## src/design/isr_pkg.sv

```systemverilog
// constants and types for the instrument status reporting tree
package isr_pkg;
  localparam int NCH = 4;
  localparam int CW = 16;
  // status byte bit positions
  localparam int SB_ERR = 2;
  localparam int SB_FAULT = 3;
  localparam int SB_REPLY = 4;
  localparam int SB_STD = 5;
  localparam int SB_MSS = 6;
  localparam int SB_RUN = 7;
  // standard event bit positions
  localparam int SE_OPS_DONE = 0;
  localparam int SE_READBACK = 2;
  localparam int SE_DEVICE = 3;
  localparam int SE_RUN = 4;
  localparam int SE_SYNTAX = 5;
  localparam int SE_POWER_UP = 7;
  localparam logic [7:0] SE_DEFINED = 8'hbd;
  // fault condition positions
  localparam int FQ_VOLTAGE_LIMIT_TRIP = 0;
  localparam int FQ_CURRENT_LIMIT_TRIP = 1;
  localparam int FQ_MAINS_FAIL_SHUTDOWN = 2;
  localparam int FQ_POSITIVE_POWER_LIMIT = 3;
  localparam int FQ_THERMAL_TRIP = 4;
  localparam int FQ_NEGATIVE_POWER_LIMIT = 5;
  localparam int FQ_EXTERNAL_HOLD_OFF = 9;
  localparam int FQ_REGULATION_LOST = 10;
  localparam int FQ_COUPLED_SHUTDOWN = 11;
  localparam logic [15:0] FQ_DEFINED = 16'h0e3f;
  // run condition positions
  localparam int RC_VOLTAGE_REGULATING = 0;
  localparam int RC_CURRENT_REGULATING = 1;
  localparam int RC_OUTPUT_OFF = 2;
  localparam int RC_MEASURE_ARMED_WAIT = 3;
  localparam int RC_TRANSIENT_ARMED_WAIT = 4;
  localparam logic [15:0] RC_DEFINED = 16'h001f;
  // reset values and the op-complete query reply character
  localparam logic [15:0] RST_MASK16 = 16'h0000;
  localparam logic [7:0] RST_MASK8 = 8'h00;
  localparam logic [7:0] RST_STD_EVENT = 8'h80;
  localparam logic [7:0] ASCII_ONE = 8'h31;
  // register selects of the documented status commands
  typedef enum logic [3:0] {
    RS_RUN_COND = 4'h0, RS_RUN_EVENT = 4'h1, RS_RUN_ENABLE = 4'h2,
    RS_RUN_FALL = 4'h3, RS_RUN_RISE = 4'h4, RS_FAULT_COND = 4'h5,
    RS_FAULT_EVENT = 4'h6, RS_FAULT_ENABLE = 4'h7, RS_FAULT_FALL = 4'h8,
    RS_FAULT_RISE = 4'h9, RS_STD_EVENT = 4'ha, RS_STD_ENABLE = 4'hb,
    RS_SRQ_ENABLE = 4'hc, RS_STATUS_BYTE = 4'hd
  } isr_sel_t;
  typedef enum logic [1:0] {
    SY_IDLE = 2'b00, SY_OPC = 2'b01, SY_OPCQ = 2'b10, SY_WAIT = 2'b11
  } isr_sync_t;
endpackage

```

## src/design/isr_group.sv

```systemverilog
// one condition/filter/event/enable group with live summary
`timescale 1ns/1ps
`default_nettype none
module isr_group
  import isr_pkg::*;
(
  input wire logic clock,
  input wire logic sys_rst,
  input wire logic [CW-1:0] cond_in,
  input wire logic [CW-1:0] defined,
  input wire logic wr_enable,
  input wire logic wr_fall,
  input wire logic wr_rise,
  input wire logic [CW-1:0] wr_data,
  input wire logic rd_event,
  input wire logic clear_event,
  output logic [CW-1:0] cond_q,
  output logic [CW-1:0] event_q,
  output logic [CW-1:0] enable_q,
  output logic [CW-1:0] fall_q,
  output logic [CW-1:0] rise_q,
  output logic summary
);
  typedef struct packed {
    logic [CW-1:0] cond;
    logic [CW-1:0] evt;
    logic [CW-1:0] en;
    logic [CW-1:0] fall;
    logic [CW-1:0] rise;
  } isr_grp_t;
  isr_grp_t s_q, s_d;
  logic [CW-1:0] hit;
  always_comb begin
    s_d = s_q;
    s_d.cond = cond_in & defined;
    // falling edges pass the falling filter, rising edges the rising one
    hit = (s_q.cond & ~s_d.cond & s_q.fall) | (~s_q.cond & s_d.cond & s_q.rise);
    if (wr_enable) s_d.en = wr_data & defined;
    if (wr_fall) s_d.fall = wr_data & defined;
    if (wr_rise) s_d.rise = wr_data & defined;
    // read or clear empties the latch, new edges still land
    if (rd_event || clear_event) s_d.evt = hit;
    else s_d.evt = s_q.evt | hit;
  end
  always_ff @(posedge clock) begin
    if (sys_rst) begin
      s_q <= '0;
    end else begin
      s_q <= s_d;
    end
  end
  assign cond_q = s_q.cond;
  assign event_q = s_q.evt;
  assign enable_q = s_q.en;
  assign fall_q = s_q.fall;
  assign rise_q = s_q.rise;
  assign summary = |(s_q.evt & s_q.en);
endmodule
`default_nettype wire

```

## src/design/isr_top.sv

```systemverilog
// status reporting tree: per-channel groups, standard events, status byte, sync
`timescale 1ns/1ps
`default_nettype none
module isr_top
  import isr_pkg::*;
(
  input wire logic clock,
  input wire logic sys_rst,
  input wire logic [NCH*CW-1:0] run_cond_pins,
  input wire logic [NCH*CW-1:0] fault_cond_pins,
  input wire logic [NCH-1:0] chan_busy_pins,
  input wire logic [1:0] chan_sel,
  input wire logic reg_wr,
  input wire logic reg_rd,
  input wire logic [3:0] reg_sel,
  input wire logic [15:0] reg_wdata,
  input wire logic [7:0] std_event_set,
  input wire logic clear_status,
  input wire logic after_terminator,
  input wire logic ops_done_cmd,
  input wire logic ops_done_query,
  input wire logic wait_cmd,
  input wire logic device_clear,
  input wire logic serial_poll,
  input wire logic out_queue_nonempty,
  input wire logic error_queue_nonempty,
  output logic [15:0] reg_rdata,
  output logic reg_rvalid,
  output logic [7:0] poll_byte,
  output logic poll_valid,
  output logic service_request,
  output logic cmd_stall,
  output logic oq_push,
  output logic [7:0] oq_push_data,
  output logic oq_flush,
  output logic error_queue_clear
);
  typedef struct packed {
    logic [15:0] rdata;
    logic rvalid;
    logic [7:0] poll;
    logic pvalid;
    logic [7:0] std_evt;
    logic [7:0] std_en;
    logic [7:0] srq_en;
    logic svc;
    logic mss_prev;
    logic reply_clr;
    logic stall;
    logic push;
    logic [7:0] push_data;
    logic flush;
    logic err_clr;
    logic [NCH-1:0] busy1;
    logic [NCH-1:0] busy2;
    logic [NCH-1:0] busy3;
    logic [NCH-1:0] busy;
    isr_sync_t sync;
    logic opc_pend;
    logic opcq_pend;
    logic [NCH*CW-1:0] run_p1;
    logic [NCH*CW-1:0] run_p2;
    logic [NCH*CW-1:0] run_p3;
    logic [NCH*CW-1:0] run_ok;
    logic [NCH*CW-1:0] flt_p1;
    logic [NCH*CW-1:0] flt_p2;
    logic [NCH*CW-1:0] flt_p3;
    logic [NCH*CW-1:0] flt_ok;
  } isr_state_t;
  isr_state_t s_q, s_d;
  logic [NCH*CW-1:0] run_cond_v, run_evt_v, run_en_v, run_fall_v, run_rise_v;
  logic [NCH*CW-1:0] flt_cond_v, flt_evt_v, flt_en_v, flt_fall_v, flt_rise_v;
  logic [NCH-1:0] run_sum, flt_sum;
  logic [NCH-1:0] sel_ch;
  logic wr_run_en, wr_run_fall, wr_run_rise, wr_flt_en, wr_flt_fall, wr_flt_rise;
  logic rd_run_evt, rd_flt_evt;
  logic [7:0] stb;
  logic master_summary, all_done;

  function automatic logic [15:0] pick(input logic [NCH*CW-1:0] v, input logic [1:0] ch);
    pick = v[ch*CW +: CW];
  endfunction

  // a captured bit follows only when stages two and three agree
  function automatic logic [NCH*CW-1:0] settle(input logic [NCH*CW-1:0] held,
      input logic [NCH*CW-1:0] s2, input logic [NCH*CW-1:0] s3);
    settle = (held & (s2 ^ s3)) | (s2 & ~(s2 ^ s3));
  endfunction

  assign wr_run_en = reg_wr && (reg_sel == RS_RUN_ENABLE);
  assign wr_run_fall = reg_wr && (reg_sel == RS_RUN_FALL);
  assign wr_run_rise = reg_wr && (reg_sel == RS_RUN_RISE);
  assign wr_flt_en = reg_wr && (reg_sel == RS_FAULT_ENABLE);
  assign wr_flt_fall = reg_wr && (reg_sel == RS_FAULT_FALL);
  assign wr_flt_rise = reg_wr && (reg_sel == RS_FAULT_RISE);
  assign rd_run_evt = reg_rd && (reg_sel == RS_RUN_EVENT);
  assign rd_flt_evt = reg_rd && (reg_sel == RS_FAULT_EVENT);

  for (genvar c = 0; c < NCH; c++) begin : g_ch
    assign sel_ch[c] = (chan_sel == 2'(c));
    // separate run group for each output channel
    isr_group u_run (
      .clock(clock),
      .sys_rst(sys_rst),
      .cond_in(s_q.run_ok[c*CW +: CW]),
      .defined(RC_DEFINED),
      .wr_enable(wr_run_en && sel_ch[c]),
      .wr_fall(wr_run_fall && sel_ch[c]),
      .wr_rise(wr_run_rise && sel_ch[c]),
      .wr_data(reg_wdata),
      .rd_event(rd_run_evt && sel_ch[c]),
      .clear_event(clear_status),
      .cond_q(run_cond_v[c*CW +: CW]),
      .event_q(run_evt_v[c*CW +: CW]),
      .enable_q(run_en_v[c*CW +: CW]),
      .fall_q(run_fall_v[c*CW +: CW]),
      .rise_q(run_rise_v[c*CW +: CW]),
      .summary(run_sum[c])
    );
    isr_group u_flt (
      .clock(clock),
      .sys_rst(sys_rst),
      .cond_in(s_q.flt_ok[c*CW +: CW]),
      .defined(FQ_DEFINED),
      .wr_enable(wr_flt_en && sel_ch[c]),
      .wr_fall(wr_flt_fall && sel_ch[c]),
      .wr_rise(wr_flt_rise && sel_ch[c]),
      .wr_data(reg_wdata),
      .rd_event(rd_flt_evt && sel_ch[c]),
      .clear_event(clear_status),
      .cond_q(flt_cond_v[c*CW +: CW]),
      .event_q(flt_evt_v[c*CW +: CW]),
      .enable_q(flt_en_v[c*CW +: CW]),
      .fall_q(flt_fall_v[c*CW +: CW]),
      .rise_q(flt_rise_v[c*CW +: CW]),
      .summary(flt_sum[c])
    );
  end

  always_comb begin
    stb = 8'h00;
    stb[SB_RUN] = |run_sum;
    stb[SB_FAULT] = |flt_sum;
    stb[SB_STD] = |(s_q.std_evt & s_q.std_en);
    stb[SB_REPLY] = out_queue_nonempty && !s_q.reply_clr;
    stb[SB_ERR] = error_queue_nonempty;
    master_summary = |(stb & s_q.srq_en);
    stb[SB_MSS] = master_summary;
  end

  assign all_done = ~|s_q.busy;

  always_comb begin
    s_d = s_q;
    s_d.rvalid = 1'b0;
    s_d.pvalid = 1'b0;
    s_d.push = 1'b0;
    s_d.flush = 1'b0;
    s_d.err_clr = 1'b0;
    s_d.busy1 = chan_busy_pins;
    s_d.busy2 = s_q.busy1;
    s_d.busy3 = s_q.busy2;
    if (s_q.busy2 == s_q.busy3) s_d.busy = s_q.busy2;
    // three-stage capture of the external condition pins
    s_d.run_p1 = run_cond_pins;
    s_d.run_p2 = s_q.run_p1;
    s_d.run_p3 = s_q.run_p2;
    s_d.run_ok = settle(s_q.run_ok, s_q.run_p2, s_q.run_p3);
    s_d.flt_p1 = fault_cond_pins;
    s_d.flt_p2 = s_q.flt_p1;
    s_d.flt_p3 = s_q.flt_p2;
    s_d.flt_ok = settle(s_q.flt_ok, s_q.flt_p2, s_q.flt_p3);
    // register writes
    if (reg_wr && reg_sel == RS_STD_ENABLE) s_d.std_en = reg_wdata[7:0] & SE_DEFINED;
    if (reg_wr && reg_sel == RS_SRQ_ENABLE) s_d.srq_en = reg_wdata[7:0] & ~8'h40;
    // standard events; a read clears, new events in the same cycle still land
    if ((reg_rd && reg_sel == RS_STD_EVENT) || clear_status) s_d.std_evt = 8'h00;
    s_d.std_evt = s_d.std_evt | (std_event_set & SE_DEFINED);
    // register reads
    if (reg_rd) begin
      s_d.rvalid = 1'b1;
      case (reg_sel)
        RS_RUN_COND: s_d.rdata = pick(run_cond_v, chan_sel);
        RS_RUN_EVENT: s_d.rdata = pick(run_evt_v, chan_sel);
        RS_RUN_ENABLE: s_d.rdata = pick(run_en_v, chan_sel);
        RS_RUN_FALL: s_d.rdata = pick(run_fall_v, chan_sel);
        RS_RUN_RISE: s_d.rdata = pick(run_rise_v, chan_sel);
        RS_FAULT_COND: s_d.rdata = pick(flt_cond_v, chan_sel);
        RS_FAULT_EVENT: s_d.rdata = pick(flt_evt_v, chan_sel);
        RS_FAULT_ENABLE: s_d.rdata = pick(flt_en_v, chan_sel);
        RS_FAULT_FALL: s_d.rdata = pick(flt_fall_v, chan_sel);
        RS_FAULT_RISE: s_d.rdata = pick(flt_rise_v, chan_sel);
        RS_STD_EVENT: s_d.rdata = {8'h00, s_q.std_evt};
        RS_STD_ENABLE: s_d.rdata = {8'h00, s_q.std_en};
        RS_SRQ_ENABLE: s_d.rdata = {8'h00, s_q.srq_en};
        // status byte read disturbs nothing, bit 6 is master summary
        RS_STATUS_BYTE: s_d.rdata = {8'h00, stb};
        default: s_d.rdata = 16'h0000;
      endcase
    end
    // service request on master summary rising edge
    s_d.mss_prev = master_summary;
    if (serial_poll) begin
      s_d.poll = {stb[7], s_q.svc, stb[5:0]};
      s_d.pvalid = 1'b1;
      s_d.svc = 1'b0;
    end
    if (master_summary && !s_q.mss_prev) s_d.svc = 1'b1;
    // clear-status
    if (clear_status) begin
      s_d.err_clr = 1'b1;
      s_d.svc = master_summary && !s_q.mss_prev;
      if (after_terminator) begin
        s_d.flush = 1'b1;
        s_d.reply_clr = 1'b1;
      end
    end
    if (!out_queue_nonempty) s_d.reply_clr = 1'b0;
    // completion synchronisation
    if (ops_done_cmd) s_d.opc_pend = 1'b1;
    if (ops_done_query) s_d.opcq_pend = 1'b1;
    case (s_q.sync)
      SY_IDLE: begin
        if (s_q.opc_pend) s_d.sync = SY_OPC;
        else if (s_q.opcq_pend) s_d.sync = SY_OPCQ;
      end
      SY_OPC: begin
        if (all_done) begin
          s_d.std_evt[SE_OPS_DONE] = 1'b1;
          s_d.opc_pend = ops_done_cmd;
          s_d.sync = SY_IDLE;
        end
      end
      SY_OPCQ: begin
        if (all_done) begin
          s_d.push = 1'b1;
          s_d.push_data = ASCII_ONE;
          s_d.opcq_pend = ops_done_query;
          s_d.sync = SY_IDLE;
        end
      end
      SY_WAIT: begin
        if (all_done || device_clear) s_d.sync = SY_IDLE;
      end
      default: s_d.sync = SY_IDLE;
    endcase
    // a wait is never lost behind a pending op-complete, which resumes after
    if (wait_cmd && !device_clear && s_q.sync != SY_WAIT) s_d.sync = SY_WAIT;
    s_d.stall = (s_d.sync == SY_WAIT);
  end

  always_ff @(posedge clock) begin
    if (sys_rst) begin
      s_q <= '0;
      s_q.std_evt <= RST_STD_EVENT;
      s_q.busy <= '0;
    end else begin
      s_q <= s_d;
    end
  end

  assign reg_rdata = s_q.rdata;
  assign reg_rvalid = s_q.rvalid;
  assign poll_byte = s_q.poll;
  assign poll_valid = s_q.pvalid;
  assign service_request = s_q.svc;
  assign cmd_stall = s_q.stall;
  assign oq_push = s_q.push;
  assign oq_push_data = s_q.push_data;
  assign oq_flush = s_q.flush;
  assign error_queue_clear = s_q.err_clr;
endmodule
`default_nettype wire

```

## config.mk

```make
export PLATFORM = sky130hd
export DESIGN_NAME = isr_top
export DESIGN_NICKNAME = d
export VERILOG_FILES = /design/src/design/isr_pkg.sv /design/src/design/isr_group.sv /design/src/design/isr_top.sv
export SDC_FILE = /design/constraint.sdc
export NUM_CORES = 1
export LEC_CHECK = 0
export ABC_CLOCK_PERIOD_IN_PS = 3700
export BUFFER_PORTS_ARGS = -buffer_cell sky130_fd_sc_hd__buf_2
export CAP_MARGIN = 20
export CORE_MARGIN = 10
export CORE_UTILIZATION = 39
export CTS_CLUSTER_SIZE = 14
export DETAILED_ROUTE_END_ITERATION = 8
export PLACE_DENSITY = 0.67
export SLEW_MARGIN = 15
export SYNTH_ARGS = -nofsm -noshare
export SYNTH_HDL_FRONTEND = slang
export SYNTH_SLANG_ARGS = --single-unit
```

## constraint.sdc

```tcl
create_clock -name clock -period 3.7 [get_ports clock]
set_input_delay 0.74 -clock clock [delete_from_list [all_inputs] [get_ports clock]]
set_output_delay 0.74 -clock clock [all_outputs]
set_load 0.02 [all_outputs]
```

==> results.ini, run 1 <==
[status]
run_status=completed

[yosys]
synth_ff_type=sky130_fd_sc_hd__dfxtp_1
syn_inst=2523
post-synth-top-count-cell=sky130_fd_sc_hd__dfxtp_1
ys_top_cells_by_area=sky130_fd_sc_hd__dfxtp_1, sky130_fd_sc_hd__nor2b_1, sky130_fd_sc_hd__a21oi_1, sky130_fd_sc_hd__nand2_1, sky130_fd_sc_hd__mux2i_1
synthDominantCellAreaShare_pct=51.20
synth.ff_latch_count=571
synth_sequential_area_ratio_pct=51.20
synth_area_per_cell_sq_um=8.850
yosysTopAreaCell=sky130_fd_sc_hd__dfxtp_1
synth_cell_type_count=73
synth_async_sr_flop_share_pct=0
synthTopCellsByCount=sky130_fd_sc_hd__dfxtp_1, sky130_fd_sc_hd__nand2_1, sky130_fd_sc_hd__a21oi_1
netlist_area_sq_um=22330
yosysWarnings=0
synth_enable_flop_cells=0

[clock_tree]
cts_tree=built
cts_htree_levels=2
clock_slew_at_reported_path_ffs_ns=0.06
cts-buffers-inserted=59
worstSkewPairLatency_ns=0.65
postCtsResizedCells=0
postCtsSetupRepairBufs=0
post_cts_hold_buffer_count=0
clock-root-buffer=sky130_fd_sc_hd__clkbuf_16
cts-root-to-sink-buffers=3
clock_sinks=571

[die]
floorplan.die.height_microns=259.3
initial_core_util_pct=39.52
num_io_pins=214
floorplan.core_area_sq_um=56500
core.rowCount=87
dieArea_sq_um=67220
die_w_microns=259.3

[global_route]
grt_pass1_wl_microns=115600
gr-total-overflow=0
antenna_found_initial=5
largest_net_degree_at_the_start_of_global_routing=173
global_route_usage_sum_pct=22.49
grt_pass1_vias=18260

[route]
met3_wl_post_dr_microns=6655
first_iter_violations=1890
drt.antenna.violating_nets=0
met1Wirelength_microns=33250
avgViaCountPerCell=5.526
detail_route.wl_per_cell_microns=22.49
firstDrtPassIters=5
drt_drc_violations_left=0
routed-wl-met2_microns=34730
vias=19160
drt_wl_total_microns=77980
route.top_layer_used=met5

[power]
power.leakage_uw=0.009773
pwr_density_cell_nw_per_um2=512.0
vdd_ir_drop_max_mv=0.3684

[sta]
timing.setup.tns_ns=0
min_period_over_period_pct=74.98
finalHoldViolCount=0
finalCriticalPeriod_ns=2.774
grt_setup_unrepaired=no
fmaxAchievable_mhz=360.5
finalHoldWorstSlack_ns=0.3048
worst_slack_ns=0.9259
finalSetupViolations=0
max_slew.worst_pin.slew_ns=0.9231
maxSlewHeadroom_pct=38.46
final_max_slew_viol_count=0
clock_skew_ns=0.04084

[placement]
routabilityCongestion=0.9560
post-place-ws_ns=0.5069
i_o_buffers=126
detailed_place.area_sq_um=24200
hpwl_after_detailed_placement_microns=56970

[layout]
final_layout_size_suffix_gt1_share_pct=14.96
final_util_pct=46.54
num-nets-final=2834
fin_area_sq_um=26290
final.fill_count=5377
areaGrowthSynthToFinish_pct=17.76

[worst_hold_path]
min-delay-path-class=in2reg
min_to=s_d[139]
hold-path-cell-count=2
hold_path_startpoint=fault_cond_pins[11]

[critical_path]
number_of_cells_on_the_worst_reg_to_reg_path=6
critical_path_class=in2reg
r2r_setup_slack_ns=0.93
critical_path_peak_fanout=19
r2r-start=g_ch[3].u_flt.event_q[0]
worstSetupStartpointType=input port
critical_path_arrival_ns=3.29
rr_endpoint=reg_rdata[6]
setup.worst_path.end_class=register
timing.critical_path.required_ns=4.22

[run]
maximum_capacitance_violations=0

## worst max path at each step
| stage | start | end | slack (ns) | cells past startpoint |
|---|---|---|---|---|
| floorplan | reg_sel[0] | reg_rdata[4] | 1.40 | 7 |
| global placement | reg_sel[1] | reg_rdata[0] | 0.50 | 9 |
| detailed placement | reg_sel[1] | reg_rdata[0] | 0.51 | 9 |
| CTS | g_ch[3].u_flt.event_q[0] | reg_rdata[6] | 0.91 | 6 |
| global route | g_ch[3].u_flt.event_q[0] | reg_rdata[6] | 0.81 | 6 |
| finish | reg_sel[1] | reg_rdata[2] | 0.93 | 9 |
## cell usage in the layout, fill, tap and decap left out, drive strengths merged, types with 14 or more instances in the layout
cell and instances:
a21oi 294, a221oi 23, a22o 14, a22oi 49, buf 263, clkbuf 74, clkinv 19, dfxtp 571
inv 14, mux2 17, mux2i 108, nand2 370, nand3 85, nand3b 31, nor2 179, nor2b 256
o21ai 119, o22ai 49
## power by group
part	total, uW	switching, uW	internal [uW]
sequential	6330	63.9	6260
combinational	834	555	279
clock	6300	2570	3730
total	13500	3190	10300
## through the flow
| step | power, uW | cells |
|---|---|---|
| 2_1_floorplan | 6916 | 2529 |
| 3_3_place_gp | 7268 | 3354 |
| 3_5_place_dp | 7279 | 3354 |
| 4_1_cts | 13550 | 3464 |
| 5_1_grt | 13870 | 3466 |
| 6_report | 13460 | 3467 |
## flip-flops by register name, summed over array words and instances (netlist names)
signal / count
reg_rdata: 12
g_ch.u_flt.event_q: 36
g_ch.u_flt.fall_q: 36
service_request: 1
g_ch.u_flt.cond_q: 36
oq_flush: 1
poll_byte: 6
g_ch.u_flt.rise_q: 36
oq_push: 1
g_ch.u_run.event_q: 20
reg_rvalid: 1
error_queue_clear: 1
poll_valid: 1
cmd_stall: 1
s_d: 120
g_ch.u_run.rise_q: 20
g_ch.u_run.enable_q: 20
g_ch.u_run.fall_q: 20
s_q: 145
g_ch.u_flt.enable_q: 36
oq_push_data: 1
g_ch.u_run.cond_q: 20
## layout make-up
cell class / instances / area (sq um) / share of cell area [%]
Sequential cell: 571 / 11430 / 43.48
Multi-Input combinational cell: 1753 / 9930 / 37.77
Clock buffer: 74 / 1604 / 6.101
Tap cell: 756 / 945.9 / 3.598
Clock inverter: 36 / 476.7 / 1.813
Inverter: 11 / 41.29 / 0.1570
Antenna cell: 3 / 7.507 / 0.02855
Timing Repair Buffer: 263 / 1857 / 7.062
## critical path: stages
cell	delay (ns)
sky130_fd_sc_hd__buf_2	0.39
sky130_fd_sc_hd__clkinv_1	0.43
sky130_fd_sc_hd__nand2_1	0.33
sky130_fd_sc_hd__buf_4	0.16
sky130_fd_sc_hd__o22ai_1	0.09
sky130_fd_sc_hd__nor4_1	0.65
sky130_fd_sc_hd__buf_4	0.23
sky130_fd_sc_hd__nor3_1	0.04
sky130_fd_sc_hd__a41o_1	0.22
## logic make-up (layout without fill, tap and decap cells)
group           Yosys count  count (layout)  share of synthesized area (%)
compound gates          628             628                          16.88
flops                   571             571                          51.20
buf+inv                 205             384                          4.433
mux                     125             125                          5.699
xor+xnor                  4               4                         0.1569
simple gates            989             989                          21.62
other cells               1              10                        0.01680
## per-layer routing
layer | vias to the layer above | track usage, %
li1 | 9006 | -
met1 | 9167 | 29.58
met2 | 814 | 35.24
met3 | 169 | 5.005
met4 | 4 | 9.112
met5 | - | 0
(Power assumes the default switching activity.)
==> run 2, diff against run 1 <==
- ABC_CLOCK_PERIOD_IN_PS: 3700 -> 2700
- clock period: 3.7 -> 2.7 ns (I/O delays scaled with it)
==> run 2 against run 1 <==
Net effect: power up 36%; flip-flop and latch count is the same; utilization rose by 0.47 points; largest power group unchanged; clock skew increased by 0.0039 ns; non-clock buffer count grew 35; setup slack got worse by 0.68 ns.
==> results.ini, run 2 (synthesized netlist as in run 1, its figures left out) <==
[status]
run_status=completed

[worst_hold_path]
hold_path_startpoint=fault_cond_pins[0]
min-delay-path-class=in2reg

[layout]
layout.cells.most_common=sky130_fd_sc_hd__dfxtp_1
layoutNonFillerInstCount=3494  ; +0.78%
final_layout_size_suffix_gt1_share_pct=15.93  ; +0.97 points
registers.top_by_ff_count=s_q
num-nets-final=2868  ; +1.2%
largest_register_ff_count=145  ; unchanged
areaGrowthSynthToFinish_pct=18.95
most_used_cells_in_the_layout_excluding_fill_and_tap_cells=sky130_fd_sc_hd__dfxtp_1, sky130_fd_sc_hd__nand2_1, sky130_fd_sc_hd__a21oi_1

[critical_path]
critical_path_peak_fanout=3  ; -16
number_of_cells_on_the_worst_reg_to_reg_path=7  ; +1
setup.worst_path.end_class=register
r2r-start=g_ch[1].u_flt.event_q[2]
rr_endpoint=service_request
timing.critical_path.required_ns=3.17  ; -1.05 ns
worstSetupStartpointType=register
end_of_the_critical_path=service_request
critical_path_arrival_ns=2.93  ; -0.36 ns
critical_path_class=reg2reg
startpoint=g_ch[1].u_flt.event_q[2]
r2r_setup_slack_ns=0.25  ; -0.68 ns

[power]
power.leakage_uw=0.009959  ; +1.9%
pwr_density_cell_nw_per_um2=687.4  ; +34%
vdd_ir_drop_max_mv=0.5590  ; +52%

[route]
first_iter_violations=1771  ; -6.3%
vias=19180  ; +0.11%
drt.antenna.violating_nets=0  ; unchanged
met1Wirelength_microns=34640  ; +4.2%
firstDrtPassIters=6  ; +1
avgViaCountPerCell=5.490  ; -0.66%
met3_wl_post_dr_microns=5968  ; -10%
routed-wl-met2_microns=35970  ; +3.5%
drt_wl_total_microns=79080  ; +1.4%
drt_drc_violations_left=0  ; unchanged
detail_route.wl_per_cell_microns=22.63  ; +0.62%
route.top_layer_used=met5

[sta]
maxSlewHeadroom_pct=39.49  ; +1.0 points
finalHoldViolCount=0  ; unchanged
finalSetupViolations=0  ; unchanged
clock_skew_ns=0.04470  ; +0.003859 ns
final_max_slew_viol_count=0  ; unchanged
min_period_over_period_pct=90.89
grt_setup_unrepaired=no
finalHoldWorstSlack_ns=0.1091  ; -0.1957 ns
finalCriticalPeriod_ns=2.454
max_slew.worst_pin.slew_ns=0.9077  ; -0.01543 ns
fmaxAchievable_mhz=407.5

[clock_tree]
post_cts_hold_buffer_count=0  ; unchanged
postCtsResizedCells=0  ; unchanged
clock-root-buffer=sky130_fd_sc_hd__clkbuf_16
postCtsSetupRepairBufs=0  ; unchanged
cts_tree=built
cts_htree_levels=2  ; unchanged
cts-root-to-sink-buffers=3  ; unchanged
clock_slew_at_reported_path_ffs_ns=0.06  ; about the same
cts-buffers-inserted=58  ; -1.7%
clock_sinks=571  ; unchanged
worstSkewPairLatency_ns=0.65  ; about the same

[global_route]
largest_net_degree_at_the_start_of_global_routing=148  ; -14%
grt_pass1_vias=18440  ; +0.97%
global_route_usage_sum_pct=22.76  ; +0.27 points
grt_pass1_wl_microns=117100  ; +1.3%
antenna_found_initial=4  ; -1
gr-total-overflow=0  ; unchanged

[die]
dieArea_sq_um=67220  ; unchanged
num_io_pins=214  ; unchanged
floorplan.die.height_microns=259.3  ; unchanged
die_w_microns=259.3  ; unchanged
floorplan.core_area_sq_um=56500  ; unchanged
core.rowCount=87  ; unchanged
initial_core_util_pct=39.52  ; unchanged

[placement]
routabilityCongestion=1.004  ; +5.0%
dp.cells=3389  ; +1.0%
i_o_buffers=126  ; unchanged
hpwl_after_detailed_placement_microns=58190  ; +2.1%

[run]
maximum_capacitance_violations=0  ; unchanged

[run 2: through the flow]
stage	utilization (%)	setup slack [ns]	instance area, sq um	total power [uW]	setup TNS (ns)
6_report	47.01	0.2459	26560	18260	0
5_1_grt	47.01	0.1507	26560	18810	0
4_1_cts	47.01	0.2868	26560	18390	0
3_5_place_dp	43.40	-0.1830	24520	10020	-0.2881
3_3_place_gp	43.40	-0.3153	24520	10000	-0.4125
2_1_floorplan	-	0.5999	22350	9477	0
[run 2: cell type report]
cell class,count,area [sq um]
Antenna cell,1,2.502
Clock buffer,81,1698
Clock inverter,23,341.6
Fill cell,5381,29940
Inverter,11,41.29
Multi-Input combinational cell,1753,9930
Sequential cell,571,11430
Tap cell,756,945.9
Timing Repair Buffer,298,2170
[run 2: where the power goes]
part	internal (uW)	switching [uW]	leakage, uW
logic	416	768	0.00431
clock network	4980	3430	0.00101
registers	8580	87.1	0.00464
[run 2: worst min path at each step]
stage	cells after the start	endpoint
3_3_place_gp	1	service_request
6_report	2	s_d[128]
5_1_grt	2	s_d[144]
3_5_place_dp	1	service_request
2_1_floorplan	1	service_request
4_1_cts	2	s_d[144]
[run 2: layer usage]
layer / track usage [%] / vias to the layer above
met1: 30.68 / 9226
met5: 0 / -
met4: 7.536 / 4
met3: 4.043 / 146
li1: - / 9040
met2: 36.29 / 766
[run 2: worst max-delay path, stage by stage (launching register included)]
cell                       delay, ns
sky130_fd_sc_hd__dfxtp_1        0.38
sky130_fd_sc_hd__a22oi_1        0.29
sky130_fd_sc_hd__nand4_1        0.17
sky130_fd_sc_hd__nor4_1         0.43
sky130_fd_sc_hd__nand4_1        0.38
sky130_fd_sc_hd__a221oi_1       0.41
sky130_fd_sc_hd__buf_4          0.17
sky130_fd_sc_hd__o31ai_1        0.06
